<file path="src/design/cmp_lut_pkg.sv">
/*
 * constants shared by the comparator lookup-table logic: counts, widths,
 * reset values and the named control words of the logic functions.
 * assumes nothing of its surroundings; it holds definitions only.
 */
package cmp_lut_pkg;

   // structure
   localparam int NUM_LUT = 4;      // lookup-table units
   localparam int NUM_CMP = 4;      // comparator outputs feeding them
   localparam int CW_W    = 4;      // control word width
   localparam int SEL_W   = 2;      // comparator select width
   localparam int IDX_W   = 2;      // unit index width
   localparam int SYNC_LAT = 2;     // flops between pin and logic

   // reset values: every output held low until configured
   localparam logic [CW_W-1:0]  CW_RESET  = 4'h0;
   localparam logic [SEL_W-1:0] SEL_RESET = 2'h0;
   localparam logic             OUT_RESET = 1'h0;

   // control words; bit {~a,~b} of the word is the output
   localparam logic [CW_W-1:0] CW_FALSE   = 4'h0;
   localparam logic [CW_W-1:0] CW_AND     = 4'h1;
   localparam logic [CW_W-1:0] CW_A_NB    = 4'h2;
   localparam logic [CW_W-1:0] CW_A       = 4'h3;
   localparam logic [CW_W-1:0] CW_NA_B    = 4'h4;
   localparam logic [CW_W-1:0] CW_B       = 4'h5;
   localparam logic [CW_W-1:0] CW_XOR     = 4'h6;
   localparam logic [CW_W-1:0] CW_OR      = 4'h7;
   localparam logic [CW_W-1:0] CW_NOR     = 4'h8;
   localparam logic [CW_W-1:0] CW_XNOR    = 4'h9;
   localparam logic [CW_W-1:0] CW_NB      = 4'hA;
   localparam logic [CW_W-1:0] CW_A_OR_NB = 4'hB;
   localparam logic [CW_W-1:0] CW_NA      = 4'hC;
   localparam logic [CW_W-1:0] CW_NA_OR_B = 4'hD;
   localparam logic [CW_W-1:0] CW_NAND    = 4'hE;
   localparam logic [CW_W-1:0] CW_TRUE    = 4'hF;

endpackage : cmp_lut_pkg

</file>
<file path="src/design/cmp_lut.sv">
/*
 * four programmable two-input lookup tables fed by comparator outputs,
 * with registered results toward the configurable_logic_array routing.
 * assumes: comparator outputs are asynchronous to clk_sys; the config
 * port is driven by logic on clk_sys; clk_sys runs at 10 MHz.
 */
// Behaviour
// - four independent two-input, one-output tables
// - inputs taken from any of four comparators
// - any comparator may be operand A or B
// - table outputs drive the logic-array routing interface
// - routing carries them onward to fabric consumers
// - each function set by a 4-bit control word
// - constants, pass and invert words per encoding
// - and/or mixed-polarity words per encoding
// - xor, nor, xnor, nand words per encoding
`timescale 1ns/1ns
module cmp_lut (
   // clock, reset, enable
   input  wire logic                             clk_sys,
   input  wire logic                             rst_n,
   input  wire logic                             ce,
   // configuration write port
   input  wire logic                             cfg_we,
   input  wire logic [cmp_lut_pkg::IDX_W-1:0]    cfg_idx,
   input  wire logic [cmp_lut_pkg::CW_W-1:0]     cfg_word,
   input  wire logic [cmp_lut_pkg::SEL_W-1:0]    cfg_sel_a,
   input  wire logic [cmp_lut_pkg::SEL_W-1:0]    cfg_sel_b,
   // comparator outputs, asynchronous
   input  wire logic [cmp_lut_pkg::NUM_CMP-1:0]  cmp_in,
   // results toward the logic-array routing interface
   output logic      [cmp_lut_pkg::NUM_LUT-1:0]  lut_out
);

   localparam int NL = cmp_lut_pkg::NUM_LUT;
   localparam int NC = cmp_lut_pkg::NUM_CMP;

   // synchroniser stages; meta is read only by sync
   logic [NC-1:0] meta_q, meta_d;
   logic [NC-1:0] sync_q, sync_d;

   // configuration storage, one entry per unit
   logic [cmp_lut_pkg::CW_W-1:0]  word_q  [NL];
   logic [cmp_lut_pkg::CW_W-1:0]  word_d  [NL];
   logic [cmp_lut_pkg::SEL_W-1:0] sela_q  [NL];
   logic [cmp_lut_pkg::SEL_W-1:0] sela_d  [NL];
   logic [cmp_lut_pkg::SEL_W-1:0] selb_q  [NL];
   logic [cmp_lut_pkg::SEL_W-1:0] selb_d  [NL];

   // operands and registered results
   logic [NL-1:0] op_a;                // selected operand A per unit
   logic [NL-1:0] op_b;                // selected operand B per unit
   logic [NL-1:0] out_q, out_d;

   // next state of the synchroniser; ce freezes it like all else
   always_comb begin
      meta_d = meta_q;
      sync_d = sync_q;
      if (ce) begin
         meta_d = cmp_in;
         sync_d = meta_q;
      end
   end

   // register the synchroniser
   always_ff @(posedge clk_sys) begin
      if (!rst_n) begin
         meta_q <= '0;
         sync_q <= '0;
      end else begin
         meta_q <= meta_d;
         sync_q <= sync_d;
      end
   end

   // comparator levels reach the tables exactly two enabled edges late;
   // the reset guard skips edges whose sync stage still holds reset
   a_sync_depth: assert property (@(posedge clk_sys) disable iff (!rst_n)
      ($past(ce) && $past(ce, 2) && $past(rst_n) && $past(rst_n, 2))
      |-> sync_q == $past(cmp_in, 2))
      else $error("comparator synchroniser depth wrong");

   // per-unit configuration and evaluation
   for (genvar i = 0; i < NL; i++) begin : g_lut
      localparam logic [cmp_lut_pkg::IDX_W-1:0] ID =
         cmp_lut_pkg::IDX_W'(i);

      // operand muxes: any comparator to either input
      assign op_a[i] = sync_q[sela_q[i]];
      assign op_b[i] = sync_q[selb_q[i]];

      // next config: a write to this index replaces all three fields
      always_comb begin
         word_d[i] = word_q[i];
         sela_d[i] = sela_q[i];
         selb_d[i] = selb_q[i];
         if (ce && cfg_we && (cfg_idx == ID)) begin
            word_d[i] = cfg_word;
            sela_d[i] = cfg_sel_a;
            selb_d[i] = cfg_sel_b;
         end
      end

      // next output: the word is read as a truth table, so every
      // encoding falls out of one mux with no decode to get wrong
      // (constants, pass, invert, and/or, xor families)
      always_comb begin
         out_d[i] = out_q[i];
         if (ce) begin
            out_d[i] = word_q[i][{~op_a[i], ~op_b[i]}];
         end
      end

      // register config and result; reset leaves words zero
      always_ff @(posedge clk_sys) begin
         if (!rst_n) begin
            word_q[i] <= cmp_lut_pkg::CW_RESET;
            sela_q[i] <= cmp_lut_pkg::SEL_RESET;
            selb_q[i] <= cmp_lut_pkg::SEL_RESET;
            out_q[i]  <= cmp_lut_pkg::OUT_RESET;
         end else begin
            word_q[i] <= word_d[i];
            sela_q[i] <= sela_d[i];
            selb_q[i] <= selb_d[i];
            out_q[i]  <= out_d[i];
         end
      end

      // constant, pass and invert words
      a_fn_basic: assert property (@(posedge clk_sys) disable iff (!rst_n)
         ce |=> out_q[i] == (
            ($past(word_q[i]) == cmp_lut_pkg::CW_FALSE) ? 1'b0 :
            ($past(word_q[i]) == cmp_lut_pkg::CW_TRUE)  ? 1'b1 :
            ($past(word_q[i]) == cmp_lut_pkg::CW_A)  ? $past(op_a[i]) :
            ($past(word_q[i]) == cmp_lut_pkg::CW_B)  ? $past(op_b[i]) :
            ($past(word_q[i]) == cmp_lut_pkg::CW_NA) ? !$past(op_a[i]) :
            ($past(word_q[i]) == cmp_lut_pkg::CW_NB) ? !$past(op_b[i]) :
            out_q[i]))
         else $error("constant or pass function wrong");

      // and/or family with mixed polarity
      a_fn_andor: assert property (@(posedge clk_sys) disable iff (!rst_n)
         (ce && (word_q[i] == cmp_lut_pkg::CW_AND ||
                 word_q[i] == cmp_lut_pkg::CW_A_NB ||
                 word_q[i] == cmp_lut_pkg::CW_NA_B ||
                 word_q[i] == cmp_lut_pkg::CW_OR ||
                 word_q[i] == cmp_lut_pkg::CW_A_OR_NB ||
                 word_q[i] == cmp_lut_pkg::CW_NA_OR_B))
         |=> out_q[i] == (
            ($past(word_q[i]) == cmp_lut_pkg::CW_AND) ?
               ($past(op_a[i]) && $past(op_b[i])) :
            ($past(word_q[i]) == cmp_lut_pkg::CW_A_NB) ?
               ($past(op_a[i]) && !$past(op_b[i])) :
            ($past(word_q[i]) == cmp_lut_pkg::CW_NA_B) ?
               (!$past(op_a[i]) && $past(op_b[i])) :
            ($past(word_q[i]) == cmp_lut_pkg::CW_OR) ?
               ($past(op_a[i]) || $past(op_b[i])) :
            ($past(word_q[i]) == cmp_lut_pkg::CW_A_OR_NB) ?
               ($past(op_a[i]) || !$past(op_b[i])) :
               (!$past(op_a[i]) || $past(op_b[i]))))
         else $error("and/or function wrong");

      // exclusive and negated families
      a_fn_xor: assert property (@(posedge clk_sys) disable iff (!rst_n)
         (ce && (word_q[i] == cmp_lut_pkg::CW_XOR ||
                 word_q[i] == cmp_lut_pkg::CW_NOR ||
                 word_q[i] == cmp_lut_pkg::CW_XNOR ||
                 word_q[i] == cmp_lut_pkg::CW_NAND))
         |=> out_q[i] == (
            ($past(word_q[i]) == cmp_lut_pkg::CW_XOR) ?
               ($past(op_a[i]) ^ $past(op_b[i])) :
            ($past(word_q[i]) == cmp_lut_pkg::CW_NOR) ?
               !($past(op_a[i]) || $past(op_b[i])) :
            ($past(word_q[i]) == cmp_lut_pkg::CW_XNOR) ?
               !($past(op_a[i]) ^ $past(op_b[i])) :
               !($past(op_a[i]) && $past(op_b[i]))))
         else $error("xor/nor/xnor/nand function wrong");

      // operands A and B follow the comparators that their selects name
      a_sel_route: assert property (@(posedge clk_sys) disable iff (!rst_n)
         ($past(ce) && $past(ce, 2) && $past(rst_n) && $past(rst_n, 2) &&
          sela_q[i] == $past(sela_q[i], 2) &&
          selb_q[i] == $past(selb_q[i], 2))
         |-> (op_a[i] == $past(cmp_in[sela_q[i]], 2)) &&
             (op_b[i] == $past(cmp_in[selb_q[i]], 2)))
         else $error("operand select does not track comparator");

      // a write reaches only its own unit, one edge later
      a_cfg_store: assert property (@(posedge clk_sys) disable iff (!rst_n)
         (ce && cfg_we && cfg_idx == ID) |=>
            (word_q[i] == $past(cfg_word)) &&
            (sela_q[i] == $past(cfg_sel_a)) &&
            (selb_q[i] == $past(cfg_sel_b)))
         else $error("control word not stored");

      a_cfg_other: assert property (@(posedge clk_sys) disable iff (!rst_n)
         !(ce && cfg_we && cfg_idx == ID) |=> $stable(word_q[i]))
         else $error("control word changed without its write");

      // a write with enable low, or to another unit, leaves the selects
      a_sel_other: assert property (@(posedge clk_sys) disable iff (!rst_n)
         !(ce && cfg_we && cfg_idx == ID) |=>
            $stable(sela_q[i]) && $stable(selb_q[i]))
         else $error("operand select changed without its write");
   end

   // results leave from flops onto the routing interface
   assign lut_out = out_q;

   // reset leaves every output low and the first and last words zero
   a_reset_low: assert property (@(posedge clk_sys) disable iff (1'b0)
      !rst_n |=> (lut_out == '0) && (word_q[0] == cmp_lut_pkg::CW_RESET) &&
                 (word_q[NL-1] == cmp_lut_pkg::CW_RESET))
      else $error("outputs not low after reset");

   // unconfigured outputs stay low for the two cycles after reset
   a_idle_low: assert property (@(posedge clk_sys) disable iff (!rst_n)
      ($past(!rst_n) && !cfg_we) |-> (lut_out == '0) [*2])
      else $error("output rose before configuration");

   // enable low freezes every result
   a_ce_hold: assert property (@(posedge clk_sys) disable iff (!rst_n)
      !ce |=> $stable(lut_out) && $stable(sync_q))
      else $error("state moved while enable low");

endmodule : cmp_lut

</file>
<file path="config.mk">
export PLATFORM = sky130hd
export DESIGN_NAME = cmp_lut
export DESIGN_NICKNAME = d
export VERILOG_FILES = /design/src/design/cmp_lut_pkg.sv /design/src/design/cmp_lut.sv
export SDC_FILE = /design/constraint.sdc
export NUM_CORES = 1
export LEC_CHECK = 0
export BUFFER_PORTS_ARGS = -buffer_cell sky130_fd_sc_hd__buf_4
export CORE_MARGIN = 8
export CORE_UTILIZATION = 52
export CTS_CLUSTER_DIAMETER = 200
export DETAILED_ROUTE_END_ITERATION = 6
export GPL_TIMING_DRIVEN = 0
export PLACE_DENSITY = 0.75
export REMOVE_ABC_BUFFERS = 1
export SYNTH_ARGS = -nofsm -noshare
export SYNTH_HDL_FRONTEND = slang
export SYNTH_SLANG_ARGS = --single-unit
</file>
<file path="constraint.sdc">
create_clock -name clk_sys -period 1.4 [get_ports clk_sys]
set_clock_uncertainty 0.15 [all_clocks]
set_input_delay 0.07 -clock clk_sys [delete_from_list [all_inputs] [get_ports clk_sys]]
set_output_delay 0.07 -clock clk_sys [all_outputs]
set_load 0.1 [all_outputs]
</file>
==> run_summary.xml <==
<?xml version="1.0" encoding="UTF-8"?>
<metrics>
  <group name="timing">
    <metric name="normalized_max_slew_margin" unit="">0.730</metric>
    <metric name="tns" unit="ns">-0.431</metric>
    <metric name="setup_violations_final" unit="">4</metric>
    <metric name="report.final.slew_viol_count" unit="">0</metric>
    <metric name="period_needed" unit="ns">1.52</metric>
    <metric name="worst_pin_slew" unit="ns">0.405</metric>
    <metric name="finalCritPeriodShare" unit="">1.09</metric>
    <metric name="max_clock_freq" unit="GHz">0.658</metric>
    <metric name="hold_ws" unit="ns">0.0631</metric>
    <metric name="timing.final.hold_violations" unit="">0</metric>
    <metric name="unrepaired_setup_endpoints_after_global_routing" unit="">true</metric>
    <metric name="postLayoutSetupSlackWorst" unit="ns">-0.119</metric>
  </group>
  <group name="placed_design">
    <metric name="hpwlAfterDp" unit="µm">3040</metric>
    <metric name="cell_count_after_placement" unit="">258</metric>
    <metric name="gp_congestion" unit="">0.760</metric>
    <metric name="pre_cts_slack" unit="ns">-0.435</metric>
    <metric name="place.port_buffers" unit="">21</metric>
  </group>
  <group name="synthesis">
    <metric name="synth-warning-count" unit="">0</metric>
    <metric name="synth.lib_cells_used.distinct" unit="">18</metric>
    <metric name="postSynthCellCount" unit="">199</metric>
    <metric name="syn_area_per_cell" unit="µm²">10.0</metric>
    <metric name="number_of_storage_elements_in_the_synthesis_netlist" unit="">44</metric>
    <metric name="synth_seq_area_share" unit="">0.441</metric>
    <metric name="mappedNetlistArea" unit="µm²">2000</metric>
  </group>
  <group name="final_layout">
    <metric name="diodes" unit="">0</metric>
    <metric name="post_layout_nonfiller_instances" unit="">278</metric>
    <metric name="most_common_cell_after_layout_fill_and_taps_aside" unit="">sky130_fd_sc_hd__nand2_1</metric>
    <metric name="finalNetCount" unit="">247</metric>
    <metric name="mostFrequentLayoutCells" unit="">sky130_fd_sc_hd__nand2_1, sky130_fd_sc_hd__dfxtp_1, sky130_fd_sc_hd__mux2i_1, sky130_fd_sc_hd__a21boi_0, sky130_fd_sc_hd__buf_4</metric>
    <metric name="final_layout_size_suffix_gt1_frac" unit="">0.209</metric>
    <metric name="growth_of_design_area_from_synthesis_to_finish" unit="%">20.4</metric>
    <metric name="core_utilization_of_the_finished_layout" unit="">0.652</metric>
  </group>
  <group name="grt">
    <metric name="grtUsageTotal" unit="">0.148</metric>
    <metric name="globalRoute.totalOverflow" unit="">0</metric>
    <metric name="first_pass_grt_wire_length" unit="µm">7200</metric>
    <metric name="grt_pass1_vias" unit="">1523</metric>
    <metric name="grt_max_degree" unit="">50</metric>
    <metric name="grt_antenna_before_repair" unit="">0</metric>
  </group>
  <group name="floorplan">
    <metric name="design.die.area" unit="µm²">6080</metric>
    <metric name="core" unit="µm²">3690</metric>
    <metric name="fp.dieH" unit="µm">78.0</metric>
    <metric name="floorplan.initialDensity" unit="">0.541</metric>
    <metric name="rows" unit="">22</metric>
    <metric name="die_w" unit="µm">78.0</metric>
    <metric name="num_io_pins" unit="">22</metric>
  </group>
  <group name="cts">
    <metric name="clock_latency" unit="ns">0.29</metric>
    <metric name="cts_max_level" unit="">2</metric>
    <metric name="clock_path_buffers" unit="">2</metric>
    <metric name="cts.sink_count" unit="">44</metric>
    <metric name="cts.root.buffer_cell" unit="">sky130_fd_sc_hd__clkbuf_8</metric>
    <metric name="post-cts-setup-buffers" unit="">0</metric>
    <metric name="cts.clk_slew.worst_paths" unit="ns">0.07</metric>
    <metric name="tritoncts_clock_tree" unit="">yes</metric>
    <metric name="cts_buffers" unit="">5</metric>
  </group>
  <group name="routing">
    <metric name="antenna_nets_post_route" unit="">0</metric>
    <metric name="via_count" unit="">1511</metric>
    <metric name="drc_marker_count_from_the_first_detailed_route_iteration" unit="">106</metric>
    <metric name="post-route-drc-count" unit="">0</metric>
    <metric name="firstDrtPassIters" unit="">4</metric>
    <metric name="wl_per_cell" unit="µm">15.4</metric>
    <metric name="post_drt_via_cell_ratio" unit="">5.44</metric>
    <metric name="routed_wl" unit="µm">4280</metric>
  </group>
  <group name="pwr">
    <metric name="power_per_cell_area" unit="nW/µm²">971</metric>
    <metric name="ir_drop" unit="µV">782</metric>
    <metric name="p_leak" unit="nW">0.826</metric>
  </group>
  <group name="setup_path">
    <metric name="crit_path_start_kind" unit="">flop</metric>
    <metric name="critical_path_arrival" unit="ns">1.58</metric>
    <metric name="worstPathMaxFanout" unit="">9</metric>
    <metric name="crit_required" unit="ns">1.46</metric>
    <metric name="endpoint_kind" unit="">flop</metric>
    <metric name="setup.worst_path.class" unit="">flop to flop</metric>
  </group>
  <group name="run">
    <metric name="drv_cap" unit="">0</metric>
  </group>
  <group name="outcome">
    <metric name="status" unit="">finished, violations left</metric>
    <metric name="failed_checks" unit="">setup timing</metric>
  </group>
  <group name="worst_hold_path">
    <metric name="hold_path.class" unit="">input port to flop</metric>
  </group>
</metrics>
==> per-layer routing <==
layer / routed length [µm] / global-route usage
met1: 1920 / 0.177
met5: 0 / 0
met3: 274 / 0.0530
met4: 58 / 0.0500
met2: 2030 / 0.242
==> flip-flops by register name, summed over array words and instances, names as in the netlist <==
signal   count
sela_q       8
lut_out      4
meta_q       4
selb_q       8
word_q      16
sync_q       4
==> cells in the mapped netlist <==
cell	count	area (µm²)
sky130_fd_sc_hd__nor2b_1	16	100
sky130_fd_sc_hd__buf_2	2	10.0
sky130_fd_sc_hd__or2_0	4	25.0
sky130_fd_sc_hd__nand2_1	49	184
sky130_fd_sc_hd__mux4_2	4	90.1
sky130_fd_sc_hd__a21boi_0	24	180
sky130_fd_sc_hd__dfxtp_1	44	881
sky130_fd_sc_hd__mux4_1	4	105
sky130_fd_sc_hd__mux2i_1	24	240
sky130_fd_sc_hd__nand4_1	1	6.26
sky130_fd_sc_hd__and4b_1	2	20.0
sky130_fd_sc_hd__nor4bb_1	1	10.0
sky130_fd_sc_hd__nand3_1	4	20.0
sky130_fd_sc_hd__clkbuf_1	9	33.8
sky130_fd_sc_hd__nand3b_1	4	30.0
sky130_fd_sc_hd__nand4b_1	2	17.5
sky130_fd_sc_hd__and4_1	1	8.76
sky130_fd_sc_hd__o221ai_1	4	35.0
==> power by group <==
group / internal (W) / switching [W]
combinational: 0.000128 / 0.000114
sequential: 0.00128 / 0.0000258
clock: 0.000402 / 0.000382
total: 0.00181 / 0.000521
==> path summary, 6_finish.rpt <==
| path | from | to | slack (ns) | depth (start not counted) |
|---|---|---|---|---|
| worst max-delay path | sync_q[3] | lut_out[3] | -0.12 | 3 |
| worst min-delay path | cfg_idx[0] | selb_q[0][0] | 0.06 | 4 |
| worst max register to register | sync_q[3] | lut_out[3] | -0.12 | 3 |
| worst min register to register | word_q[2][1] | word_q[2][1] | 0.31 | 2 |
==> area by class of cell <==
class	instances	area, µm²
Fill cell	310	1280
Multi-Input combinational cell	144	1070
Sequential cell	44	897
Timing Repair Buffer	34	285
Clock buffer	8	90.1
Tap cell	48	60.1
==> kinds of logic (layout without fill, tap and decap cells) <==
group / count (synthesis) / count (layout) / share of synthesized area
flip-flops: 44 / 44 / 0.441
multiplexers: 32 / 32 / 0.218
buffers and inverters: 11 / 42 / 0.0219
AO/OA/AOI/OAI: 28 / 28 / 0.108
AND/OR/NAND/NOR: 84 / 84 / 0.211
==> critical path, cell delays in order, from the launching register on <==
cell and delay [ns]:
sky130_fd_sc_hd__dfxtp_4 0.38, sky130_fd_sc_hd__mux4_2 0.49, sky130_fd_sc_hd__or2_0 0.24, sky130_fd_sc_hd__o221ai_1 0.18
==> stage by stage <==
step / instance area [µm²] / power (W)
finish: 2400 / 0.00233
global route: 2400 / 0.00245
CTS: 2400 / 0.00236
detailed placement: 2180 / 0.00155
global placement: 2170 / 0.00154
floorplan: 1950 / 0.00144
==> what timing repair did <==
action,in CTS,in global routing
cloned,0,0
setup endpoints to repair,9,8
resized for setup,15,2
pin swaps,1,1
hold buffers,12,0
endpoints found under the hold margin,36,0
Power figures use the tool's default switching activity.
